<file path="src/mas_defines.vh">
// Constants shared by the microprogram address sequencer slice
`ifndef MAS_DEFINES_VH
`define MAS_DEFINES_VH

`define MAS_ADDR_W          4
`define MAS_LIFO_DEPTH      4
`define MAS_LIFO_PTR_W      2

`define MAS_SRC_COUNTER     2'h0
`define MAS_SRC_HOLD        2'h1
`define MAS_SRC_LIFO        2'h2
`define MAS_SRC_DIRECT      2'h3

`define MAS_APB_ADDR_W      12
`define MAS_OFF_CTRL        12'h000
`define MAS_OFF_STATUS      12'h004
`define MAS_OFF_LIFO_TOP    12'h008
`define MAS_OFF_ID          12'h00c

`define MAS_CTRL_REDUCED    0
`define MAS_CTRL_RESET      1'h0

`define MAS_ST_COUNTER_LSB  0
`define MAS_ST_HOLD_LSB     4
`define MAS_ST_PTR_LSB      8
`define MAS_ST_ADDR_LSB     12
`define MAS_ST_OE_BIT       16
`define MAS_ST_CARRY_BIT    17

`define MAS_ID_VALUE        32'h0000_5a01

`endif

</file>
<file path="src/mas_lifo.v">
// Four-entry circular return stack with wrapping pointer
`timescale 1ns/1ps
`include "mas_defines.vh"

module mas_lifo #(
  parameter WIDTH = `MAS_ADDR_W,
  parameter DEPTH = `MAS_LIFO_DEPTH,
  parameter PTR_W = `MAS_LIFO_PTR_W
) (
  input  wire             clk,
  input  wire             nrst,
  input  wire             op_enable_n,
  input  wire             push_not_pop,
  input  wire [WIDTH-1:0] push_data,
  output wire [WIDTH-1:0] top_entry,
  output wire [PTR_W-1:0] pointer
);

  reg  [WIDTH-1:0] lifo_entries [0:DEPTH-1];
  reg  [PTR_W-1:0] lifo_pointer_q;
  wire [PTR_W-1:0] ptr_up;
  wire [PTR_W-1:0] ptr_down;
  integer          i;

  // Pointer wraps by natural overflow, so a fifth push overwrites the oldest entry
  assign ptr_up    = lifo_pointer_q + {{(PTR_W-1){1'b0}}, 1'b1};
  assign ptr_down  = lifo_pointer_q - {{(PTR_W-1){1'b0}}, 1'b1};
  assign top_entry = lifo_entries[lifo_pointer_q];
  assign pointer   = lifo_pointer_q;

  always @(posedge clk or negedge nrst) begin
    if (!nrst) begin
      lifo_pointer_q <= {PTR_W{1'b0}};
    end else if (!op_enable_n) begin
      if (push_not_pop) begin
        lifo_pointer_q <= ptr_up;
      end else begin
        lifo_pointer_q <= ptr_down;
      end
    end
  end

  always @(posedge clk or negedge nrst) begin
    if (!nrst) begin
      for (i = 0; i < DEPTH; i = i + 1) begin
        lifo_entries[i] <= {WIDTH{1'b0}};
      end
    end else if (!op_enable_n && push_not_pop) begin
      lifo_entries[ptr_up] <= push_data;
    end
  end

endmodule // mas_lifo

</file>
<file path="src/mas_top.v">
// Four-bit microprogram address sequencer slice with APB status access
// Contract
// - Select code 0 counter, 1 holding register, 2 stack top, 3 direct.
// - Stack enable high leaves stack and pointer untouched.
// - Push: pointer up, old counter value written into new top.
// - Pop: pointer down at edge; old top still selectable now.
// - Four four-bit entries, pointer wraps circularly, nesting four deep.
// - Entry under the pointer always feeds the source selector.
// - Output enable high floats all address outputs.
// - Force-zero low drives outputs to zero, over OR and source.
// - Otherwise each output bit is force-one OR selected source bit.
// - Holding register loads only while its load enable is low.
// - Carry-in high: counter loads address output plus one.
// - Carry-in low: counter loads address output unchanged.
// - Carry-out chains to the next more significant slice.
// - Jump with push: output source, push old counter, counter source plus one.
// - Jump with pop: output source and pop together, holding register kept.
// - Reduced-pin mode: no OR inputs, holding register fed from direct.
// - All state changes only on the rising clock edge, except the asynchronous reset while NRST is low.
`timescale 1ns/1ps
`include "mas_defines.vh"

module mas_top #(
  parameter WIDTH   = `MAS_ADDR_W,
  parameter PTR_W   = `MAS_LIFO_PTR_W,
  parameter [31:0] ID_VALUE = `MAS_ID_VALUE
) (
  SYS_CLK,
  NRST,
  SOURCE_SELECT,
  STACK_OP_ENABLE_N,
  PUSH_NOT_POP,
  HOLD_REG_LOAD_N,
  HOLD_REG_IN,
  DIRECT_IN,
  FORCE_ONE_IN,
  FORCE_ZERO_N,
  OUTPUT_ENABLE_N,
  CARRY_IN,
  CARRY_OUT,
  ADDR_OUT,
  ADDR_OE,
  PSEL,
  PENABLE,
  PWRITE,
  PADDR,
  PWDATA,
  PRDATA,
  PREADY,
  PSLVERR
);

  input  wire                       SYS_CLK;
  input  wire                       NRST;
  input  wire [1:0]                 SOURCE_SELECT;
  input  wire                       STACK_OP_ENABLE_N;
  input  wire                       PUSH_NOT_POP;
  input  wire                       HOLD_REG_LOAD_N;
  input  wire [WIDTH-1:0]           HOLD_REG_IN;
  input  wire [WIDTH-1:0]           DIRECT_IN;
  input  wire [WIDTH-1:0]           FORCE_ONE_IN;
  input  wire                       FORCE_ZERO_N;
  input  wire                       OUTPUT_ENABLE_N;
  input  wire                       CARRY_IN;
  output wire                       CARRY_OUT;
  output wire [WIDTH-1:0]           ADDR_OUT;
  output wire [WIDTH-1:0]           ADDR_OE;
  input  wire                       PSEL;
  input  wire                       PENABLE;
  input  wire                       PWRITE;
  input  wire [`MAS_APB_ADDR_W-1:0] PADDR;
  input  wire [31:0]                PWDATA;
  output reg  [31:0]                PRDATA;
  output wire                       PREADY;
  output reg                        PSLVERR;

  // Increment with carry; returns {carry_out, sum}
  function [WIDTH:0] mas_inc;
    input [WIDTH-1:0] value;
    input             cin;
    begin
      mas_inc = {1'b0, value} + {{WIDTH{1'b0}}, cin};
    end
  endfunction

  // Source selector
  function [WIDTH-1:0] mas_pick;
    input [1:0]       sel;
    input [WIDTH-1:0] counter_v;
    input [WIDTH-1:0] hold_v;
    input [WIDTH-1:0] lifo_v;
    input [WIDTH-1:0] direct_v;
    begin
      case (sel)
        `MAS_SRC_COUNTER: mas_pick = counter_v;
        `MAS_SRC_HOLD:    mas_pick = hold_v;
        `MAS_SRC_LIFO:    mas_pick = lifo_v;
        default:          mas_pick = direct_v;
      endcase
    end
  endfunction

  reg  [WIDTH-1:0] seq_counter_q;
  reg  [WIDTH-1:0] seq_counter_d;
  reg  [WIDTH-1:0] hold_reg_q;
  reg  [WIDTH-1:0] hold_reg_d;
  reg              reduced_pin_q;
  reg              reduced_pin_d;
  reg  [WIDTH-1:0] addr_int;
  reg  [31:0]      rd_data_d;
  reg              rd_err_d;

  wire [WIDTH-1:0] lifo_top;
  wire [PTR_W-1:0] lifo_pointer;
  wire [WIDTH-1:0] selected;
  wire [WIDTH-1:0] force_one;
  wire [WIDTH-1:0] hold_src;
  wire [WIDTH:0]   inc_result;
  wire             apb_setup;
  wire             apb_access;
  wire             apb_write;
  wire [31:0]      status_word;

  assign force_one = reduced_pin_q ? {WIDTH{1'b0}} : FORCE_ONE_IN;
  assign hold_src  = reduced_pin_q ? DIRECT_IN : HOLD_REG_IN;

  assign selected = mas_pick(SOURCE_SELECT, seq_counter_q, hold_reg_q, lifo_top, DIRECT_IN);

  always @* begin
    if (!FORCE_ZERO_N) begin
      addr_int = {WIDTH{1'b0}};
    end else begin
      addr_int = selected | force_one;
    end
  end

  assign ADDR_OUT = addr_int;
  assign ADDR_OE  = OUTPUT_ENABLE_N ? {WIDTH{1'b0}} : {WIDTH{1'b1}};

  assign inc_result = mas_inc(addr_int, CARRY_IN);
  assign CARRY_OUT  = inc_result[WIDTH];

  mas_lifo #(
    .WIDTH (WIDTH),
    .DEPTH (`MAS_LIFO_DEPTH),
    .PTR_W (PTR_W)
  ) u_lifo (
    .clk          (SYS_CLK),
    .nrst         (NRST),
    .op_enable_n  (STACK_OP_ENABLE_N),
    .push_not_pop (PUSH_NOT_POP),
    .push_data    (seq_counter_q),
    .top_entry    (lifo_top),
    .pointer      (lifo_pointer)
  );

  always @* begin
    seq_counter_d = inc_result[WIDTH-1:0];
    if (!HOLD_REG_LOAD_N) begin
      hold_reg_d = hold_src;
    end else begin
      hold_reg_d = hold_reg_q;
    end
  end

  always @(posedge SYS_CLK or negedge NRST) begin
    if (!NRST) begin
      seq_counter_q <= {WIDTH{1'b0}};
      hold_reg_q    <= {WIDTH{1'b0}};
    end else begin
      seq_counter_q <= seq_counter_d;
      hold_reg_q    <= hold_reg_d;
    end
  end

  // APB slave: zero wait states, answer prepared in setup phase
  assign apb_setup  = PSEL & ~PENABLE;
  assign apb_access = PSEL & PENABLE;
  assign apb_write  = apb_access & PWRITE;
  assign PREADY     = 1'b1;

  assign status_word = {14'h0000,
                        CARRY_OUT,
                        ~OUTPUT_ENABLE_N,
                        addr_int,
                        {(4-PTR_W){1'b0}}, lifo_pointer,
                        hold_reg_q,
                        seq_counter_q};

  always @* begin
    reduced_pin_d = reduced_pin_q;
    if (apb_write && PADDR == `MAS_OFF_CTRL) begin
      reduced_pin_d = PWDATA[`MAS_CTRL_REDUCED];
    end
  end

  always @* begin
    rd_data_d = 32'h0000_0000;
    rd_err_d  = 1'b0;
    if (PADDR == `MAS_OFF_CTRL) begin
      rd_data_d[`MAS_CTRL_REDUCED] = reduced_pin_q;
    end else if (PADDR == `MAS_OFF_STATUS) begin
      rd_data_d = status_word;
    end else if (PADDR == `MAS_OFF_LIFO_TOP) begin
      rd_data_d[WIDTH-1:0] = lifo_top;
    end else if (PADDR == `MAS_OFF_ID) begin
      rd_data_d = ID_VALUE;
    end else begin
      rd_err_d = 1'b1;
    end
  end

  always @(posedge SYS_CLK or negedge NRST) begin
    if (!NRST) begin
      reduced_pin_q <= `MAS_CTRL_RESET;
      PRDATA        <= 32'h0000_0000;
      PSLVERR       <= 1'b0;
    end else begin
      reduced_pin_q <= reduced_pin_d;
      if (apb_setup) begin
        PRDATA  <= PWRITE ? 32'h0000_0000 : rd_data_d;
        PSLVERR <= rd_err_d;
      end
    end
  end

endmodule // mas_top

</file>
<file path="config.mk">
export PLATFORM = sky130hd
export DESIGN_NAME = mas_top
export DESIGN_NICKNAME = d
export VERILOG_FILES = /design/src/mas_lifo.v /design/src/mas_top.v
export VERILOG_INCLUDE_DIRS = /design/src
export SDC_FILE = /design/constraint.sdc
export NUM_CORES = 1
export LEC_CHECK = 0
export ABC_AREA = 1
export BUFFER_PORTS_ARGS = -buffer_cell sky130_fd_sc_hd__buf_2
export CORE_ASPECT_RATIO = 1.25
export CORE_MARGIN = 2
export CORE_UTILIZATION = 52
export CTS_CLUSTER_SIZE = 25
export DETAILED_ROUTE_END_ITERATION = 16
export PLACE_DENSITY = 0.95
export REMOVE_ABC_BUFFERS = 1
export SLEW_MARGIN = 20
export SYNTH_ARGS = -nofsm -noshare
export SYNTH_HDL_FRONTEND = slang
export SYNTH_HIERARCHICAL = 1
export SYNTH_SLANG_ARGS = --single-unit
</file>
<file path="constraint.sdc">
create_clock -name SYS_CLK -period 3.6 [get_ports SYS_CLK]
set_input_delay 0.72 -clock SYS_CLK [delete_from_list [all_inputs] [get_ports SYS_CLK]]
set_output_delay 0.72 -clock SYS_CLK [all_outputs]
set_load 0.01 [all_outputs]
</file>
Yosys cells after proc, flatten, opt, wreduce, memory -nomap -nowiden
Index checks and enable logic that the tools add are counted.

storage, ports and cells
  bits in registers = 60
  word-level logic and storage cells = 58
  input bits = 69

operators by class
  add/sub/neg operators = 3
  $lt $le $gt $ge = 3
  eq/ne operators = 5
  bitwise logic cells = 8
  reduce and logical (&&, ||, !) cells = 6
  mux-type cells = 23

operators with widths
  cell                                                        count
  two-way mux 32 bit                                          2
  two-way mux 4 bit                                           8
  two-way mux 31 bit                                          1
  equality test 12 x 4 -> 1 bit, second input constant        2
  bitwise mux 16 bit                                          1
  two-way mux 15 bit                                          1
  equality test 12 x 3 -> 1 bit, second input constant        1
  zero test 12 bit                                            1
  one-hot mux 4 bit (3 select lines)                          1
  two-way mux 11 bit                                          1
  binary-select mux 4 bit (select 2 bit)                      1
  demux 4 bit (select 2 bit)                                  1
  greater-or-equal comparator 3 bit, second input constant    2
  inverter 2 -> 3 bit                                         2
  adder 4 x 1 -> 5 bit                                        1
  two-way mux 1 bit                                           5
  bitwise OR 4 bit                                            1
  AND 1 bit                                                   3
  logical AND 1 bit                                           3
  less-than comparator 3 x 1 -> 1 bit, second input constant  1
  adder 2 x 1 -> 2 bit, second input constant                 1
  equality test 2 x 1 -> 1 bit, second input constant         1
  equality test 2 bit, second input constant                  1
  zero test 2 bit                                             1
  other kinds (4)                                             5

Logic depth before layout (Yosys ltp)
  word-level depth = 11
  mapped depth = 17
  gate-level depth less buffers = 16

Cells and area by module
The synthesis kept the hierarchy.

modules (own cells, without submodules)
  module    cells an instance  instances  area each (um2)
  mas_top   218                1          1654.1
  mas_lifo  134                1          1038.5

Worst setup path before layout
OpenSTA, ideal clock, no wires.

  path kind = input -> output
  start = input SOURCE_SELECT[1]
  end = output CARRY_OUT
  cell stages on the path = 12
  slack = 0.721 ns
  data arrival time = 2.159 ns
  cell sequence = buf_2 > nor2_2 > inv_1 > o21ai_0 > nor2_1 > nand3_1 > nand2_1 > inv_1 > ha_1 > ha_1 > inv_1 > nor3_1

between the ends
  longest elaborated chain between the ends = 5
  elaborated cells on any way between the ends = 7
  classes of those cells = add/sub: 1; eq/ne: 2; mux: 2; bitwise: 1; reduce/logical: 1

ends and longest elaborated chain
  item                                         RTL line       source
  start: declaration                           mas_top.v:55   input wire [1:0] SOURCE_SELECT;
  equality test 2 bit (tied with other cells)  mas_top.v:94   case (sel)
  one-hot mux 4 bit (3 select lines) (*)       mas_top.v:94
  bitwise OR 4 bit (*)                         mas_top.v:133  addr_int = selected | force_one;
  two-way mux 4 bit (*)                        mas_top.v:130  if (!FORCE_ZERO_N) begin
  via ADDR_OUT[0]                              mas_top.v:66   output wire [WIDTH-1:0] ADDR_OUT;
  adder 4 x 1 -> 5 bit (*)                     mas_top.v:82   mas_inc = {1'b0, value} + {{WIDTH{1'b0}}, cin};
  end: declaration                             mas_top.v:65   output wire CARRY_OUT;

Mark *: on every way through the listed nets, which the timed path passes. The rest lies on a longest branch.

Worst setup path after layout
  start = register u_lifo.lifo_pointer_q[1] (netlist: u_lifo/pointer[1])
  end = output CARRY_OUT

between the ends
  longest elaborated chain between the ends = 8

ends and longest elaborated chain
  item                                                   RTL line       source
  start: declaration                                     mas_lifo.v:20  reg [PTR_W-1:0] lifo_pointer_q;
  start signal: assignment                               mas_lifo.v:33  lifo_pointer_q <= {PTR_W{1'b0}};
  start signal: assignment                               mas_lifo.v:36  lifo_pointer_q <= ptr_up;
  start signal: assignment                               mas_lifo.v:38  lifo_pointer_q <= ptr_down;
  inverter 2 -> 3 bit (implied by the code)              mas_lifo.v:28  assign top_entry = lifo_entries[lifo_pointer_q];
  binary-select mux 4 bit (select 2 bit)                 mas_lifo.v:28
  two-way mux 4 bit (implied by the code) (2 in series)  mas_lifo.v:28
  via lifo_top[0]                                        mas_top.v:113  wire [WIDTH-1:0] lifo_top;
  one-hot mux 4 bit (3 select lines)                     mas_top.v:94
  bitwise OR 4 bit                                       mas_top.v:133
  two-way mux 4 bit                                      mas_top.v:130
  adder 4 x 1 -> 5 bit                                   mas_top.v:82

The timed path passes the listed nets, and every way through them passes these cells. The select of a mux whose other input is x is not followed.

==> impl_metrics.toml <==
[sta]
relSlewSlack_pct = 56.4
max_freq_mhz = 306
setup_viol = 0
setup_tns_ns = 0
drv_slew = 0
hold_viol_final = 0
holdWs_ns = 0.399
min_period_ns = 3.27
rsz0062_at_grt = "no"
fin_skew_ns = 0.00447
finalCritPeriodShare_pct = 90.7
tightest_slew_ns = 0.652

[synthesis]
syn_inst = 352
synth_area_mm2 = 0.00269
synthArstFlopShare_pct = 100
synth_edf_count = 0
synth_seq_cells = 45
synth_area_per_cell_um2 = 7.65
synth_warnings = 6
ys.flop_type = "dfrtp_1"
ys_seq_area_share_pct = 41.8
synth_cell_types = 32

[floorplanning]
coreArea_mm2 = 0.00504
fp.dieW_um = 68.4
die_y_um = 84.5
num_rows = 29
io_pins = 112
die_area_mm2 = 0.00577
initial_core_util_pct = 53.4

[run]
cap_violations = 0

[setup_path]
r2r_slack_ns = 1.34
crit_arrival_ns = 2.55
timing.rr.start = "u_lifo/pointer[1]"
worstSetupStartpointType = "register"
worstPathRequired_ns = 2.88
crit_type = "reg2out"
cp-startpoint = "u_lifo/pointer[1]"
end_kind = "primary output"
worstPathMaxFanout = 9

[clock_tree]
post_cts_buffers = 0
htreeDepth = 2
cts_tree = "done"
numClockSinks = 45
cts_root_buffer = "clkbuf_8"
clk_latency_ns = 0.30
cts_resized = 0
cts_buffer_depth = 2
cts_buffers = 5
clk_pin_slew_ns = 0.08
cts_hold_buf = 0

[place]
post-dp-hpwl_um = 4550
post_dp_cell_area_mm2 = 0.00295
io_buffers = 64
routabilityCongestion = 0.859

[global_routing]
grt_use_met1_pct = 25.2
gr-max-usage-layer = "met2"
grt_max_degree = 46
grt_pass1_vias = 2343
use_met3_pct = 4.69
grt_pass1_wl_um = 9940
grt_usage_pct = 22.3
grt_overflow = 0
met2_usage_pct = 38.3
antenna_found_initial = 0

[cells_and_area]
fillers = 418
final_util_pct = 60.7
synthToLayoutAreaGrowth_pct = 13.6
n_antenna_cell = 0
final_area_mm2 = 0.00306
regArea_mm2 = 0.00113
fin_nets = 486
final_layout_size_suffix_gt1_share_pct = 24.3
final_common_cell = "nand2_1"
multi_input_area_mm2 = 0.00125
final_cell_mix = "nand2_1, buf_2, dfrtp_1"

[drt]
drcViolationCount = 0
first_pass_iters = 4
vias = 2445
avgViaCountPerCell = 5.17
ant_nets = 0
finalWirelength_um = 5980
drt_iter0_drc = 125
wl_per_cell_um = 12.6

[power_and_ir_drop]
leakagePower_nw = 1.77
power_density_mw_per_mm2 = 520
power_mw = 1.59
peakVddDrop_uv = 328

[run_status]
outcome = "finished clean"

[min_path]
hold_path_class = "in2async"
final timing paths:
| kind | cells after the start | to |
|---|---|---|
| min in group SYS_CLK | 2 | u_lifo/lifo_entries[7] |
| max | 14 | CARRY_OUT |
| max reg2reg | 15 | PRDATA[17] |
| min reg2reg | 2 | u_lifo/lifo_entries[7] |
| max in group asynchronous | 1 | PRDATA[0] |
| min | 1 | PRDATA[15] |
cells in the mapped netlist, types with 3 or more instances:
library cell  number  area, µm²
a21oi_1            8       40.0
buf_2              5       25.0
buf_4             20        150
dfrtp_1           45       1130
ha_1               6       75.1
inv_1             36        135
inv_2              9       33.8
nand2_1          121        454
nand3_1           28        140
nand3_2            3       30.0
nand4_1           19        119
nor2_1            10       37.5
nor2_2             6       37.5
o211ai_1           4       30.0
o21ai_0            4       20.0
o21ai_1            7       35.0
sequential cells by signal, indices dropped and copies added (netlist names):
register             count
PSLVERR                  1
u_lifo/pointer           2
seq_counter_q            4
u_lifo/lifo_entries     16
PRDATA                  17
hold_reg_q               4
reduced_pin_q            1
worst max-delay path, cell delays in order (launching register included):
cell and delay, ns:
dfrtp_1 0.51, inv_2 0.16, nand3_1 0.13, nand2_1 0.13
nand3_1 0.09, o21ai_0 0.10, nor2_1 0.07, nand3_1 0.07
nand2_1 0.09, inv_1 0.09, ha_1 0.20, ha_1 0.20
inv_1 0.06, nor3_1 0.19, buf_2 0.16
final cells by class:
cell class | count | area share [%]
Multi-Input combinational cell | 248 | 40.8
Sequential cell | 45 | 36.8
Inverter | 46 | 5.69
Clock inverter | 2 | 1.15
Timing Repair Buffer | 65 | 10.8
Clock buffer | 5 | 2.25
Tap cell | 62 | 2.54
report_power, final:
part | switching [mW] | internal, mW
clock network | 0.172 | 0.202
logic | 0.348 | 0.182
registers | 0.0845 | 0.602
stage by stage:
| step | instances | setup WS [ns] |
|---|---|---|
| 2_1_floorplan | 339 | 0.857 |
| 3_3_place_gp | 466 | 0.586 |
| 3_5_place_dp | 466 | 0.510 |
| 4_1_cts | 473 | 0.401 |
| 5_1_grt | 473 | 0.194 |
| 6_report | 473 | 0.333 |
kinds of logic after synthesis:
family / Yosys count / share of synthesized area (%)
AOI/OAI and AO/OA: 26 / 5.53
xor gates and xnor gates: 2 / 0.651
adders and majority gates: 6 / 2.79
buffers and inverters: 73 / 13.8
DFF: 45 / 41.8
other: 2 / 0.279
and+or+nand+nor: 198 / 35.1
metal layers:
layer | up-vias | part of all wire [%]
met5 | - | 0
met4 | 0 | 4.7
met3 | 24 | 6.1
met2 | 100 | 50
met1 | 1122 | 39
li1 | 1199 | -
No activity file was read; power rests on OpenSTA's default activity.
